### src/design/hbc_pkg.sv
// package: constants and types of the h-bridge control block
package hbc_pkg;
	// ==================================================
	// clock and timing
	localparam int CLK_MHZ         = 20;
	localparam int CLK_KHZ         = CLK_MHZ * 1000;
	localparam int DEAD_NS         = 500;
	localparam int DEAD_CYC        = (DEAD_NS * CLK_MHZ + 999) / 1000;
	localparam int SHORT_QUAL_US   = 16;
	localparam int SHORT_QUAL_CYC  = SHORT_QUAL_US * CLK_MHZ;
	localparam int CHOP_KHZ        = 46;
	localparam int CHOP_CYC        = CLK_KHZ / CHOP_KHZ;
	localparam int DEAD_W          = 4;
	localparam int QUAL_W          = 9;
	localparam int CHOP_W          = 9;
	localparam logic [DEAD_W-1:0] DEAD_LOAD  = 4'(DEAD_CYC - 1);
	localparam logic [QUAL_W-1:0] QUAL_MAX   = 9'(SHORT_QUAL_CYC);
	localparam logic [CHOP_W-1:0] CHOP_LAST  = 9'(CHOP_CYC - 1);
	// ==================================================
	// register map
	localparam int ADDR_W = 8;
	localparam logic [ADDR_W-1:0] ADDR_CTRL     = 8'h00;
	localparam logic [ADDR_W-1:0] ADDR_STATUS   = 8'h04;
	localparam logic [ADDR_W-1:0] ADDR_IRQ_STAT = 8'h08;
	localparam logic [ADDR_W-1:0] ADDR_IRQ_CLR  = 8'h0C;
	localparam logic [ADDR_W-1:0] ADDR_IRQ_EN   = 8'h10;
	localparam logic [31:0] CTRL_RST   = 32'h0000_0000;
	localparam logic [31:0] IRQ_EN_RST = 32'h0000_0000;
	localparam int CTRL_INHIBIT = 0;
	localparam int IRQ_W     = 3;
	localparam int IRQ_FAULT = 0;
	localparam int IRQ_CHOP  = 1;
	localparam int IRQ_DEAD  = 2;
	localparam logic [1:0] HTRANS_IDLE = 2'h0;
	// ==================================================
	// types
	typedef enum logic [2:0]
	{
		ST_RUN   = 3'b001,
		ST_DEAD  = 3'b010,
		ST_FAULT = 3'b100
	} hbc_state_t;

	typedef struct packed
	{
		logic high_switch_a;
		logic low_switch_a;
		logic high_switch_b;
		logic low_switch_b;
	} hbc_gate_t;

	typedef struct packed
	{
		logic dir_input_a;
		logic dir_input_b;
		logic enable;
		logic chop_cmp;
		logic ocp_cmp;
		logic short_det;
		logic overheat;
		logic supply_low;
	} hbc_pins_t;

	typedef struct packed
	{
		logic [19:0] rsvd;
		logic        enable;
		logic        dir_b;
		logic        dir_a;
		logic [2:0]  state;
		logic        chop;
		logic        fault;
		hbc_gate_t   gates;
	} hbc_status_t;
endpackage

### src/design/hbc_bridge_ctrl.sv
// module: brushed dc h-bridge control with ahb-lite register slave
// ==================================================
// Functional notes
// - enable low, non-brake inputs: all off
// - enable high: forward or reverse by inputs
// - device inserts its own break-before-make
// - both low: low brake; all high: high brake
// - input a picks half-bridge a switch
// - input b picks half-bridge b switch
// - enable pwm gates the output drive
// - supply falling with enable high: fault
// - low-side chopping limits sense current
// - detector trip: fault low, all off
// - output short after 16us of enable high latches outputs off
// - only power-on reset clears fault
// - overcurrent comparator trip shuts output off
module hbc_bridge_ctrl
(
	input  wire logic              hclk,
	input  wire logic              hresetn,
	input  wire logic              ce,
	input  wire logic              hsel,
	input  wire logic [31:0]       haddr,
	input  wire logic [1:0]        htrans,
	input  wire logic              hwrite,
	input  wire logic [2:0]        hsize,
	input  wire logic [31:0]       hwdata,
	input  wire logic              hready,
	output logic                   hreadyout,
	output logic                   hresp,
	output logic [31:0]            hrdata,
	input  wire hbc_pkg::hbc_pins_t pins,
	output hbc_pkg::hbc_gate_t     gates,
	output logic                   fault_n,
	output logic                   irq
);
	// ==================================================
	// functions
	function automatic hbc_pkg::hbc_gate_t decode_drive
	(
		input logic a,
		input logic b,
		input logic en
	);
		hbc_pkg::hbc_gate_t g;
		g = '0;
		if (!a && !b)
		begin
			g.low_switch_a = 1'b1;
			g.low_switch_b = 1'b1;
		end
		else if (en && a && b)
		begin
			g.high_switch_a = 1'b1;
			g.high_switch_b = 1'b1;
		end
		else if (en)
		begin
			g.high_switch_a = ~a;
			g.low_switch_a  = a;
			g.high_switch_b = ~b;
			g.low_switch_b  = b;
		end
		return g;
	endfunction

	function automatic logic [31:0] read_sel
	(
		input logic [hbc_pkg::ADDR_W-1:0] a,
		input logic [31:0]                ctrl,
		input logic [31:0]                stat,
		input logic [31:0]                ists,
		input logic [31:0]                ien
	);
		logic [31:0] d;
		d = '0;
		if (a == hbc_pkg::ADDR_CTRL)
			d = ctrl;
		else if (a == hbc_pkg::ADDR_STATUS)
			d = stat;
		else if (a == hbc_pkg::ADDR_IRQ_STAT)
			d = ists;
		else if (a == hbc_pkg::ADDR_IRQ_EN)
			d = ien;
		return d;
	endfunction

	// ==================================================
	// declarations
	hbc_pkg::hbc_pins_t          meta_ff;
	hbc_pkg::hbc_pins_t          sync_ff;
	hbc_pkg::hbc_state_t         state_ff;
	hbc_pkg::hbc_state_t         nxt_state;
	hbc_pkg::hbc_gate_t          gate_ff;
	hbc_pkg::hbc_gate_t          nxt_gate;
	hbc_pkg::hbc_gate_t          tgt;
	hbc_pkg::hbc_status_t        status;
	logic [hbc_pkg::DEAD_W-1:0]  dead_cnt_ff;
	logic [hbc_pkg::DEAD_W-1:0]  nxt_dead_cnt;
	logic [hbc_pkg::QUAL_W-1:0]  qual_cnt_ff;
	logic [hbc_pkg::QUAL_W-1:0]  nxt_qual_cnt;
	logic [hbc_pkg::CHOP_W-1:0]  chop_cnt_ff;
	logic [hbc_pkg::CHOP_W-1:0]  nxt_chop_cnt;
	logic                        chop_ff;
	logic                        nxt_chop;
	logic                        fault_ff;
	logic                        nxt_fault;
	logic                        fault_n_ff;
	logic                        irq_ff;
	logic [31:0]                 ctrl_ff;
	logic [31:0]                 nxt_ctrl;
	logic [hbc_pkg::IRQ_W-1:0]   ists_ff;
	logic [hbc_pkg::IRQ_W-1:0]   nxt_ists;
	logic [hbc_pkg::IRQ_W-1:0]   ien_ff;
	logic [hbc_pkg::IRQ_W-1:0]   nxt_ien;
	logic [hbc_pkg::IRQ_W-1:0]   irq_ev;
	logic [hbc_pkg::IRQ_W-1:0]   irq_clr;
	logic                        wr_pend_ff;
	logic [hbc_pkg::ADDR_W-1:0]  wr_addr_ff;
	logic [31:0]                 hrdata_ff;
	logic                        hreadyout_ff;
	logic                        hresp_ff;
	wire                         chop_tick;
	wire                         trip;
	wire                         short_trip;
	wire                         hazard;
	wire                         addr_ok;
	wire                         rd_go;
	wire                         wr_go;
	wire  [31:0]                 rd_data;
	wire                         wr_ctrl;
	wire                         wr_clr;
	wire                         wr_ien;

	// ==================================================
	// pin synchronisers
	always_ff @(posedge hclk or negedge hresetn)
	begin
		if (!hresetn)
		begin
			meta_ff <= '0;
			sync_ff <= '0;
		end
		else if (ce)
		begin
			meta_ff <= pins;
			sync_ff <= meta_ff;
		end
	end

	// ==================================================
	// detectors and fault latch
	// shorts only seen after a long enable high
	assign nxt_qual_cnt = !sync_ff.enable ? '0 :
		(qual_cnt_ff == hbc_pkg::QUAL_MAX) ? qual_cnt_ff :
		qual_cnt_ff + 1'b1;
	assign short_trip = sync_ff.short_det && (qual_cnt_ff == hbc_pkg::QUAL_MAX);
	// any detector trips, overcurrent among them
	assign trip = short_trip || sync_ff.ocp_cmp || sync_ff.overheat ||
		// supply drop while enabled is an error
		(sync_ff.supply_low && sync_ff.enable);
	assign nxt_fault = fault_ff || trip;

	// ==================================================
	// current chopping
	assign chop_tick    = (chop_cnt_ff == hbc_pkg::CHOP_LAST);
	assign nxt_chop_cnt = chop_tick ? '0 : chop_cnt_ff + 1'b1;
	// comparator holds low side off to period end
	assign nxt_chop     = sync_ff.chop_cmp || (chop_ff && !chop_tick);

	// ==================================================
	// drive decoding and sequencing
	always_comb
	begin
		tgt = decode_drive(sync_ff.dir_input_a, sync_ff.dir_input_b, sync_ff.enable);
		// enable pwm gates drive through decode
		if (ctrl_ff[hbc_pkg::CTRL_INHIBIT])
			tgt = '0;
		if (chop_ff)
		begin
			tgt.low_switch_a = 1'b0;
			tgt.low_switch_b = 1'b0;
		end
	end

	// partner of a switch to turn on still conducts
	assign hazard = (tgt.high_switch_a && gate_ff.low_switch_a) ||
		(tgt.low_switch_a && gate_ff.high_switch_a) ||
		(tgt.high_switch_b && gate_ff.low_switch_b) ||
		(tgt.low_switch_b && gate_ff.high_switch_b);

	always_comb
	begin
		nxt_state    = state_ff;
		nxt_gate     = '0;
		nxt_dead_cnt = dead_cnt_ff;
		case (state_ff)
			hbc_pkg::ST_RUN:
			begin
				if (trip || fault_ff)
					nxt_state = hbc_pkg::ST_FAULT;
				else if (hazard)
				begin
					nxt_state    = hbc_pkg::ST_DEAD;
					nxt_dead_cnt = hbc_pkg::DEAD_LOAD;
				end
				else
					nxt_gate = tgt;
			end
			hbc_pkg::ST_DEAD:
			begin
				if (trip || fault_ff)
					nxt_state = hbc_pkg::ST_FAULT;
				else if (dead_cnt_ff == '0)
					nxt_state = hbc_pkg::ST_RUN;
				else
					nxt_dead_cnt = dead_cnt_ff - 1'b1;
			end
			hbc_pkg::ST_FAULT:
				nxt_state = hbc_pkg::ST_FAULT;
			default:
				nxt_state = hbc_pkg::ST_FAULT;
		endcase
	end

	always_ff @(posedge hclk or negedge hresetn)
	begin
		if (!hresetn)
		begin
			state_ff    <= hbc_pkg::ST_RUN;
			gate_ff     <= '0;
			dead_cnt_ff <= '0;
			qual_cnt_ff <= '0;
			chop_cnt_ff <= '0;
			chop_ff     <= 1'b0;
			fault_ff    <= 1'b0;
			fault_n_ff  <= 1'b1;
		end
		else if (ce)
		begin
			state_ff    <= nxt_state;
			gate_ff     <= nxt_gate;
			dead_cnt_ff <= nxt_dead_cnt;
			qual_cnt_ff <= nxt_qual_cnt;
			chop_cnt_ff <= nxt_chop_cnt;
			chop_ff     <= nxt_chop;
			fault_ff    <= nxt_fault;
			fault_n_ff  <= ~nxt_fault;
		end
	end

	// ==================================================
	// interrupt status
	assign irq_ev[hbc_pkg::IRQ_FAULT] = trip && !fault_ff;
	assign irq_ev[hbc_pkg::IRQ_CHOP]  = nxt_chop && !chop_ff;
	assign irq_ev[hbc_pkg::IRQ_DEAD]  = (nxt_state == hbc_pkg::ST_DEAD) &&
		(state_ff == hbc_pkg::ST_RUN);
	assign irq_clr  = wr_clr ? hwdata[hbc_pkg::IRQ_W-1:0] : '0;
	// new event beats a clear in the same cycle
	assign nxt_ists = (ists_ff & ~irq_clr) | irq_ev;

	// ==================================================
	// ahb-lite slave, zero wait states
	assign addr_ok = hsel && htrans[1] && hready && ce;
	assign rd_go   = addr_ok && !hwrite;
	assign wr_go   = addr_ok && hwrite;
	assign wr_ctrl = wr_pend_ff && (wr_addr_ff == hbc_pkg::ADDR_CTRL);
	assign wr_clr  = wr_pend_ff && (wr_addr_ff == hbc_pkg::ADDR_IRQ_CLR);
	assign wr_ien  = wr_pend_ff && (wr_addr_ff == hbc_pkg::ADDR_IRQ_EN);
	assign nxt_ctrl = wr_ctrl ? hwdata : ctrl_ff;
	assign nxt_ien  = wr_ien ? hwdata[hbc_pkg::IRQ_W-1:0] : ien_ff;

	always_comb
	begin
		status       = '0;
		status.gates = gate_ff;
		status.fault = fault_ff;
		status.chop  = chop_ff;
		status.state = state_ff;
		status.dir_a = sync_ff.dir_input_a;
		status.dir_b = sync_ff.dir_input_b;
		status.enable = sync_ff.enable;
	end

	assign rd_data = read_sel(haddr[hbc_pkg::ADDR_W-1:0], ctrl_ff, 32'(status),
		32'(ists_ff), 32'(ien_ff));

	always_ff @(posedge hclk or negedge hresetn)
	begin
		if (!hresetn)
		begin
			wr_pend_ff   <= 1'b0;
			wr_addr_ff   <= '0;
			hrdata_ff    <= '0;
			hreadyout_ff <= 1'b1;
			hresp_ff     <= 1'b0;
			ctrl_ff      <= hbc_pkg::CTRL_RST;
			ien_ff       <= hbc_pkg::IRQ_EN_RST[hbc_pkg::IRQ_W-1:0];
			ists_ff      <= '0;
			irq_ff       <= 1'b0;
		end
		else if (ce)
		begin
			wr_pend_ff   <= wr_go;
			wr_addr_ff   <= haddr[hbc_pkg::ADDR_W-1:0];
			hrdata_ff    <= rd_go ? rd_data : '0;
			hreadyout_ff <= 1'b1;
			hresp_ff     <= 1'b0;
			ctrl_ff      <= nxt_ctrl;
			ien_ff       <= nxt_ien;
			ists_ff      <= nxt_ists;
			irq_ff       <= |(nxt_ists & nxt_ien);
		end
	end

	// ==================================================
	// outputs
	assign gates     = gate_ff;
	assign fault_n   = fault_n_ff;
	assign irq       = irq_ff;
	assign hrdata    = hrdata_ff;
	assign hreadyout = hreadyout_ff;
	assign hresp     = hresp_ff;
endmodule

### config.mk
export PLATFORM = sky130hd
export DESIGN_NAME = hbc_bridge_ctrl
export DESIGN_NICKNAME = d
export VERILOG_FILES = /design/src/design/hbc_pkg.sv /design/src/design/hbc_bridge_ctrl.sv
export SDC_FILE = /design/constraint.sdc
export NUM_CORES = 1
export LEC_CHECK = 0
export ABC_AREA = 1
export BUFFER_PORTS_ARGS = -buffer_cell sky130_fd_sc_hd__buf_2
export CAP_MARGIN = 20
export CORE_MARGIN = 10
export CORE_UTILIZATION = 30
export CTS_CLUSTER_DIAMETER = 120
export DETAILED_ROUTE_END_ITERATION = 7
export GPL_ROUTABILITY_DRIVEN = 1
export PLACE_DENSITY = 0.61
export SETUP_SLACK_MARGIN = 0.02
export SLEW_MARGIN = 5
export SYNTH_ARGS = -nofsm -noshare
export SYNTH_HDL_FRONTEND = slang
export SYNTH_SLANG_ARGS = --single-unit
export TNS_END_PERCENT = 50
### constraint.sdc
create_clock -name hclk -period 2.2 [get_ports hclk]
set_clock_uncertainty 0.05 [all_clocks]
set_input_delay 0.44 -clock hclk [delete_from_list [all_inputs] [get_ports hclk]]
set_output_delay 0.44 -clock hclk [all_outputs]
set_load 0.005 [all_outputs]
; ---- After elaboration in Yosys (flattened, before gate mapping)
; Index checks and enable logic that the tools add are counted.
[op_classes]
add_sub_neg = 3
eq_ne = 15
n_mux = 35
bitwise = 7
reduce_logical = 43
[op_table]
columns = op, count
row1 = $mux 32, 2
row2 = $mux 4, 9
row3 = $mux 9, 3
row4 = $mux 3, 8
row5 = $logic_and 1x1->1, 21
row6 = $add 9x1->9 const B, 2
row7 = $eq 9x9->1 const B, 2
row8 = $eq 8x4->1 const B, 2
row9 = $eq 8x5->1 const B, 2
row10 = $logic_not 8->1, 2
row11 = $mux 12, 1
row12 = $mux 1, 10
row13 = $ne 2x2->1 const B, 5
row14 = $eq 8x3->1 const B, 1
row15 = $logic_or 1x1->1, 8
row16 = $pmux 4 s2, 1
row17 = $and 3x3->3, 2
row18 = $eq 3x2->1 const B, 2
row19 = $logic_not 1->1, 6
row20 = $pmux 3 s2, 1
row21 = $reduce_and 6->1, 1
row22 = $logic_not 4->1, 1
row23 = $reduce_and 2->1, 2
row24 = $sub 4x1->4 const B, 1
row25 = other kinds (6), 8
[word_totals]
register_bits = 128
in_bits = 83
out_inout_bits = 40
word_cells = 137

; ---- Depth between registers and ports, before layout
[depth]
depth_word = 18
depth_mapped = 11

; ---- Worst setup path before layout
; Ideal clock, no wire load.
[synth_timing]
kind = flip-flop to flip-flop
start = register qual_cnt_ff[0] in the netlist's numbering
end = register qual_cnt_ff[4] in the netlist's numbering
setup_ns = 0.131
t_arrival_ns = 1.338
t_required_ns = 2.019
path_slack_ns = 0.681
stages_incl_launch_ff = 10
n_path_buf = 0
path_cell_list = dfrtp_1 -> inv_1 -> ha_1 -> nand2_1 -> nor2_1 -> nand2_1 -> o21ai_4 -> inv_2 -> o2111ai_1 -> o21ai_0
[synth_via]
elab_chain_len = 3
[synth_rtl]
columns = element, line_no
row1 = "start, declared", hbc_bridge_ctrl.sv:100  ; logic [hbc_pkg::QUAL_W-1:0] qual_cnt_ff;
row2 = "start signal, assigned", hbc_bridge_ctrl.sv:244  ; qual_cnt_ff <= nxt_qual_cnt;
row3 = $add 9x1->9 or $eq 9x9->1 (tied branches), "hbc_bridge_ctrl.sv:156, hbc_bridge_ctrl.sv:155"
row4 = $mux 9 or $ne 2x2->1 (tied branches), n/a
row5 = $mux 9 or $reduce_and 2->1 (tied branches), n/a
; Several ways; a longest one is shown, not always the timed one. The select of a mux whose other input is x is not followed.
; A chain may end at the register's enable or synchronous reset.

; ---- Worst setup path after layout
[layout_timing]
start = register wr_addr_ff[6] in the netlist's numbering
end = register ctrl_ff[3]
[layout_via]
elab_chain_len = 3
[layout_rtl]
columns = element, line_no
row1 = "start, declared", hbc_bridge_ctrl.sv:119  ; logic [hbc_pkg::ADDR_W-1:0] wr_addr_ff;
row2 = "start signal, assigned", hbc_bridge_ctrl.sv:305  ; wr_addr_ff <= haddr[hbc_pkg::ADDR_W-1:0];
row3 = $logic_not 8->1, hbc_bridge_ctrl.sv:267  ; assign wr_ctrl = wr_pend_ff && (wr_addr_ff == hbc_pkg::ADDR_CTRL);
row4 = $logic_and 1x1->1, hbc_bridge_ctrl.sv:267
row5 = $reduce_and 2->1 (no line), n/a
row6 = "end signal, assigned", hbc_bridge_ctrl.sv:297  ; ctrl_ff <= hbc_pkg::CTRL_RST;
row7 = "end signal, assigned", hbc_bridge_ctrl.sv:309  ; ctrl_ff <= nxt_ctrl;
row8 = "end, declared", hbc_bridge_ctrl.sv:110  ; logic [31:0] ctrl_ff;
; No other way between the ends.

==> results.ini <==
[critical_path]
r2r_setup_slk_ns = 0.40
worst-setup-path-type = flop to flop
reg2reg_from = wr_addr_ff[6]
cp-start-kind = flop
worstSetupEndpointType = flop
critPathMaxFanout = 41
worstPathRequired_ns = 2.45
reg2reg_to = ctrl_ff[3]
rr_worst_depth = 7
timing.critical_path.arrival_ns = 2.05

[detailed_routing]
drt-total-wl_mm = 14.6
detailedRoute.firstIterationViolations = 244
vias = 4767
dr.pass1.iters = 4
route.detailed.drc = 0
antenna_left = 0
wl_per_cell_um = 13.7
vias_per_cell = 4.45

[sta]
tightest_pin_transition_ns = 0.901
fin_setup_tns_ns = 0
whs_ns = 0.193
count_of_final_max_slew_check_failures = 0
achievable_clock_frequency_mhz = 554
grt_setup_unrepaired = false
timing.max_slew.rel_slack = 0.400
final_hold_viol_count = 0
final.min_clock_period_ns = 1.80
finalSetupViolations = 0
final.period_utilization = 0.820

[yosys]
avg_inst_size_synth_um2 = 8.53
synth_compound_gate_area_share = 0.132
synth.lib_cells_used.distinct = 34
netlist.area_leader.share = 0.526
post_synth_and_or_nand_nor_area_fraction = 0.207
number_of_synthesized_flops_with_an_enable_pin = 0
synth_warnings = 0
async_reset_ff_frac = 1.00
ys_ff_latch = 128
synth.area.mux_share = 0.00188
post_synth_instance_area_um2 = 5990
syn-num-nets = 792
post-synth-top-area-cell = sky130_fd_sc_hd__dfrtp_1
ys_seq_area_frac = 0.535
synth_cells = 703
synth.area.top_cells = sky130_fd_sc_hd__dfrtp_1 53%, sky130_fd_sc_hd__nand2_1 11%, sky130_fd_sc_hd__inv_1 6.1%, sky130_fd_sc_hd__nor2_1 4.2%, sky130_fd_sc_hd__o31ai_2 4.0%
post_synth_xor_area_fraction = 0.0146
main_combinational_cell_family_by_area_after_synthesis = simple AND/OR/NAND/NOR gates
adder_and_majority_cell_fraction_of_the_synthesized_area = 0.0125
synth_flop_cell = sky130_fd_sc_hd__dfrtp_1

[cts]
post-cts-setup-buffer-count = 0
numCtsBuffers = 17
cts_max_path_buffers = 2
clk_transition_reported_paths_ns = 0.06
worst_skew_pair.late_latency_ns = 0.41
cts_num_sinks = 128
cts.root.buffer_cell = sky130_fd_sc_hd__clkbuf_16
cts_tree = done
h-tree-depth = 4

[placed_design]
detailedPlacementHpwl_mm = 10.6
gp_congestion = 0.822
dpl-instance-area_um2 = 6740
port-buffer-count = 92

[grt]
grt_first_pass_wirelength_mm = 24.7
first_global_vias = 4851
grt_remaining_overflow = 0
grt_max_degree = 68
antenna_found_initial = 1
grt_usage = 0.117

[flow_run]
timing.max_cap.violations = 0

[floorplan]
num_rows = 51
floorplan.initialDensity = 0.306
io-pin-count = 123
placeableCoreArea_um2 = 19600
floorplan.die.width_um = 161
die_outline_area_um2 = 26000
die_height_um = 161

[power]
power.density_cell_area_nw_per_um2 = 783
vdd_drop_max_mv = 0.527
power_mw = 5.71
power.leakage_nw = 3.69

[min_path]
holdCritPathClass = input port to flop
min_delay_path_depth = 3
holdPathEnd = meta_ff[3]
min-delay-start = pins[3]

[finish]
ant_diodes = 0
finalInstanceArea_um2 = 7300
postLayoutCoreUtil = 0.373
num-nets-final = 882
syn2layout_area_growth_pct = 21.8
post_route_cells_drive_above_1_share = 0.205

[run_status]
outcome = finished, final reports clean

[worst max path at each step]
stage	end	from	slack [ns]
finish	ctrl_ff[3]	wr_addr_ff[6]	0.40
detailed placement	hrdata[11]	ce	0.28
floorplan	qual_cnt_ff[4]	qual_cnt_ff[0]	0.68
global placement	hrdata[2]	ce	0.34
CTS	ctrl_ff[3]	wr_addr_ff[6]	0.35
global route	ctrl_ff[23]	wr_addr_ff[7]	0.13
[layout make-up]
cell class / count / area, µm²
sequential: 128 / 3210
timing repair buffer: 103 / 611
clock buffer: 25 / 465
inverter: 103 / 387
fill: 2060 / 12300
multi-input combinational: 440 / 2210
clock inverter: 7 / 85.1
tap: 265 / 332
[what timing repair did]
item / CTS / global route
endpoints found under the hold margin: 4 / 0
gates resized for setup: 0 / 0
hold buffers: 1 / 0
[cells in the mapped netlist (9+ instances only)]
cell type / number
sky130_fd_sc_hd__o21ai_1: 9
sky130_fd_sc_hd__o21ai_0: 39
sky130_fd_sc_hd__inv_1: 98
sky130_fd_sc_hd__o22ai_1: 10
sky130_fd_sc_hd__a21oi_1: 40
sky130_fd_sc_hd__nand4_1: 10
sky130_fd_sc_hd__xor2_1: 9
sky130_fd_sc_hd__nor2_1: 67
sky130_fd_sc_hd__buf_2: 9
sky130_fd_sc_hd__nand2_1: 168
sky130_fd_sc_hd__o31ai_2: 19
sky130_fd_sc_hd__dfrtp_1: 126
sky130_fd_sc_hd__nand3_1: 34
sky130_fd_sc_hd__clkbuf_1: 12
[cell families after synthesis]
| group | after synthesis |
|---|---|
| flops | 128 |
| fa+ha+maj | 6 |
| mux | 1 |
| simple gates | 298 |
| other cells | 2 |
| xor+xnor | 10 |
| buf+inv | 135 |
| compound gates | 123 |
[routing by layer]
| layer | vias up | routed length [µm] | track usage |
|---|---|---|---|
| li1 | 2411 | - | - |
| met1 | 2259 | 6810 | 0.149 |
| met2 | 84 | 7100 | 0.188 |
| met3 | 11 | 581 | 0.0336 |
| met4 | 2 | 143 | 0.0339 |
| met5 | - | 7 | 0 |
[state kept, by name, summed over array words and instances, names as in the netlist]
register and cells:
hrdata 32, chop_ff 1, fault_n 1, irq 1, meta_ff 8, sync_ff 5, status 3, fault_ff 1
chop_cnt_ff 9, ists_ff 3, gates 4, dead_cnt_ff 4, qual_cnt_ff 9, ctrl_ff 32, state_ff 3, wr_pend_ff 1
ien_ff 3, wr_addr_ff 8
[report_power, final]
| part | switching (mW) | internal, mW | leakage [nW] | total (mW) |
|---|---|---|---|---|
| clock network | 0.963 | 1.69 | 0.273 | 2.65 |
| registers | 0.0967 | 2.50 | 1.55 | 2.59 |
| logic | 0.303 | 0.170 | 1.87 | 0.473 |
[cells in the final DEF, fill, tap and decap left out, types with 7 or more instances in the layout]
master | synthesis | routed
sky130_fd_sc_hd__a21oi_1 | 40 | 40
sky130_fd_sc_hd__buf_2 | 9 | 91
sky130_fd_sc_hd__clkbuf_1 | 12 | 7
sky130_fd_sc_hd__clkbuf_16 | 0 | 17
sky130_fd_sc_hd__dfrtp_1 | 126 | 126
sky130_fd_sc_hd__inv_1 | 98 | 98
sky130_fd_sc_hd__nand2_1 | 168 | 168
sky130_fd_sc_hd__nand3_1 | 34 | 34
sky130_fd_sc_hd__nand4_1 | 10 | 10
sky130_fd_sc_hd__nor2_1 | 67 | 67
sky130_fd_sc_hd__nor3_1 | 8 | 8
sky130_fd_sc_hd__o21ai_0 | 39 | 39
sky130_fd_sc_hd__o21ai_1 | 9 | 9
sky130_fd_sc_hd__o22ai_1 | 10 | 10
sky130_fd_sc_hd__o31ai_2 | 19 | 19
sky130_fd_sc_hd__xor2_1 | 9 | 9
[worst max-delay path: stages, from the launching register on]
cell	delay (ns)
sky130_fd_sc_hd__dfrtp_1	0.37
sky130_fd_sc_hd__inv_1	0.07
sky130_fd_sc_hd__nand2_1	0.07
sky130_fd_sc_hd__nor2_1	0.30
sky130_fd_sc_hd__nand3_2	0.35
sky130_fd_sc_hd__buf_12	0.30
sky130_fd_sc_hd__nor2_1	0.12
sky130_fd_sc_hd__a21oi_1	0.05
[metrics by stage]
step / worst slack, ns / cells
global route: 0.133 / 1071
CTS: 0.349 / 1071
finish: 0.396 / 1071
detailed placement: 0.283 / 1038
global placement: 0.343 / 1038
floorplan: 0.681 / 703
Power figures use the tool's default switching activity.
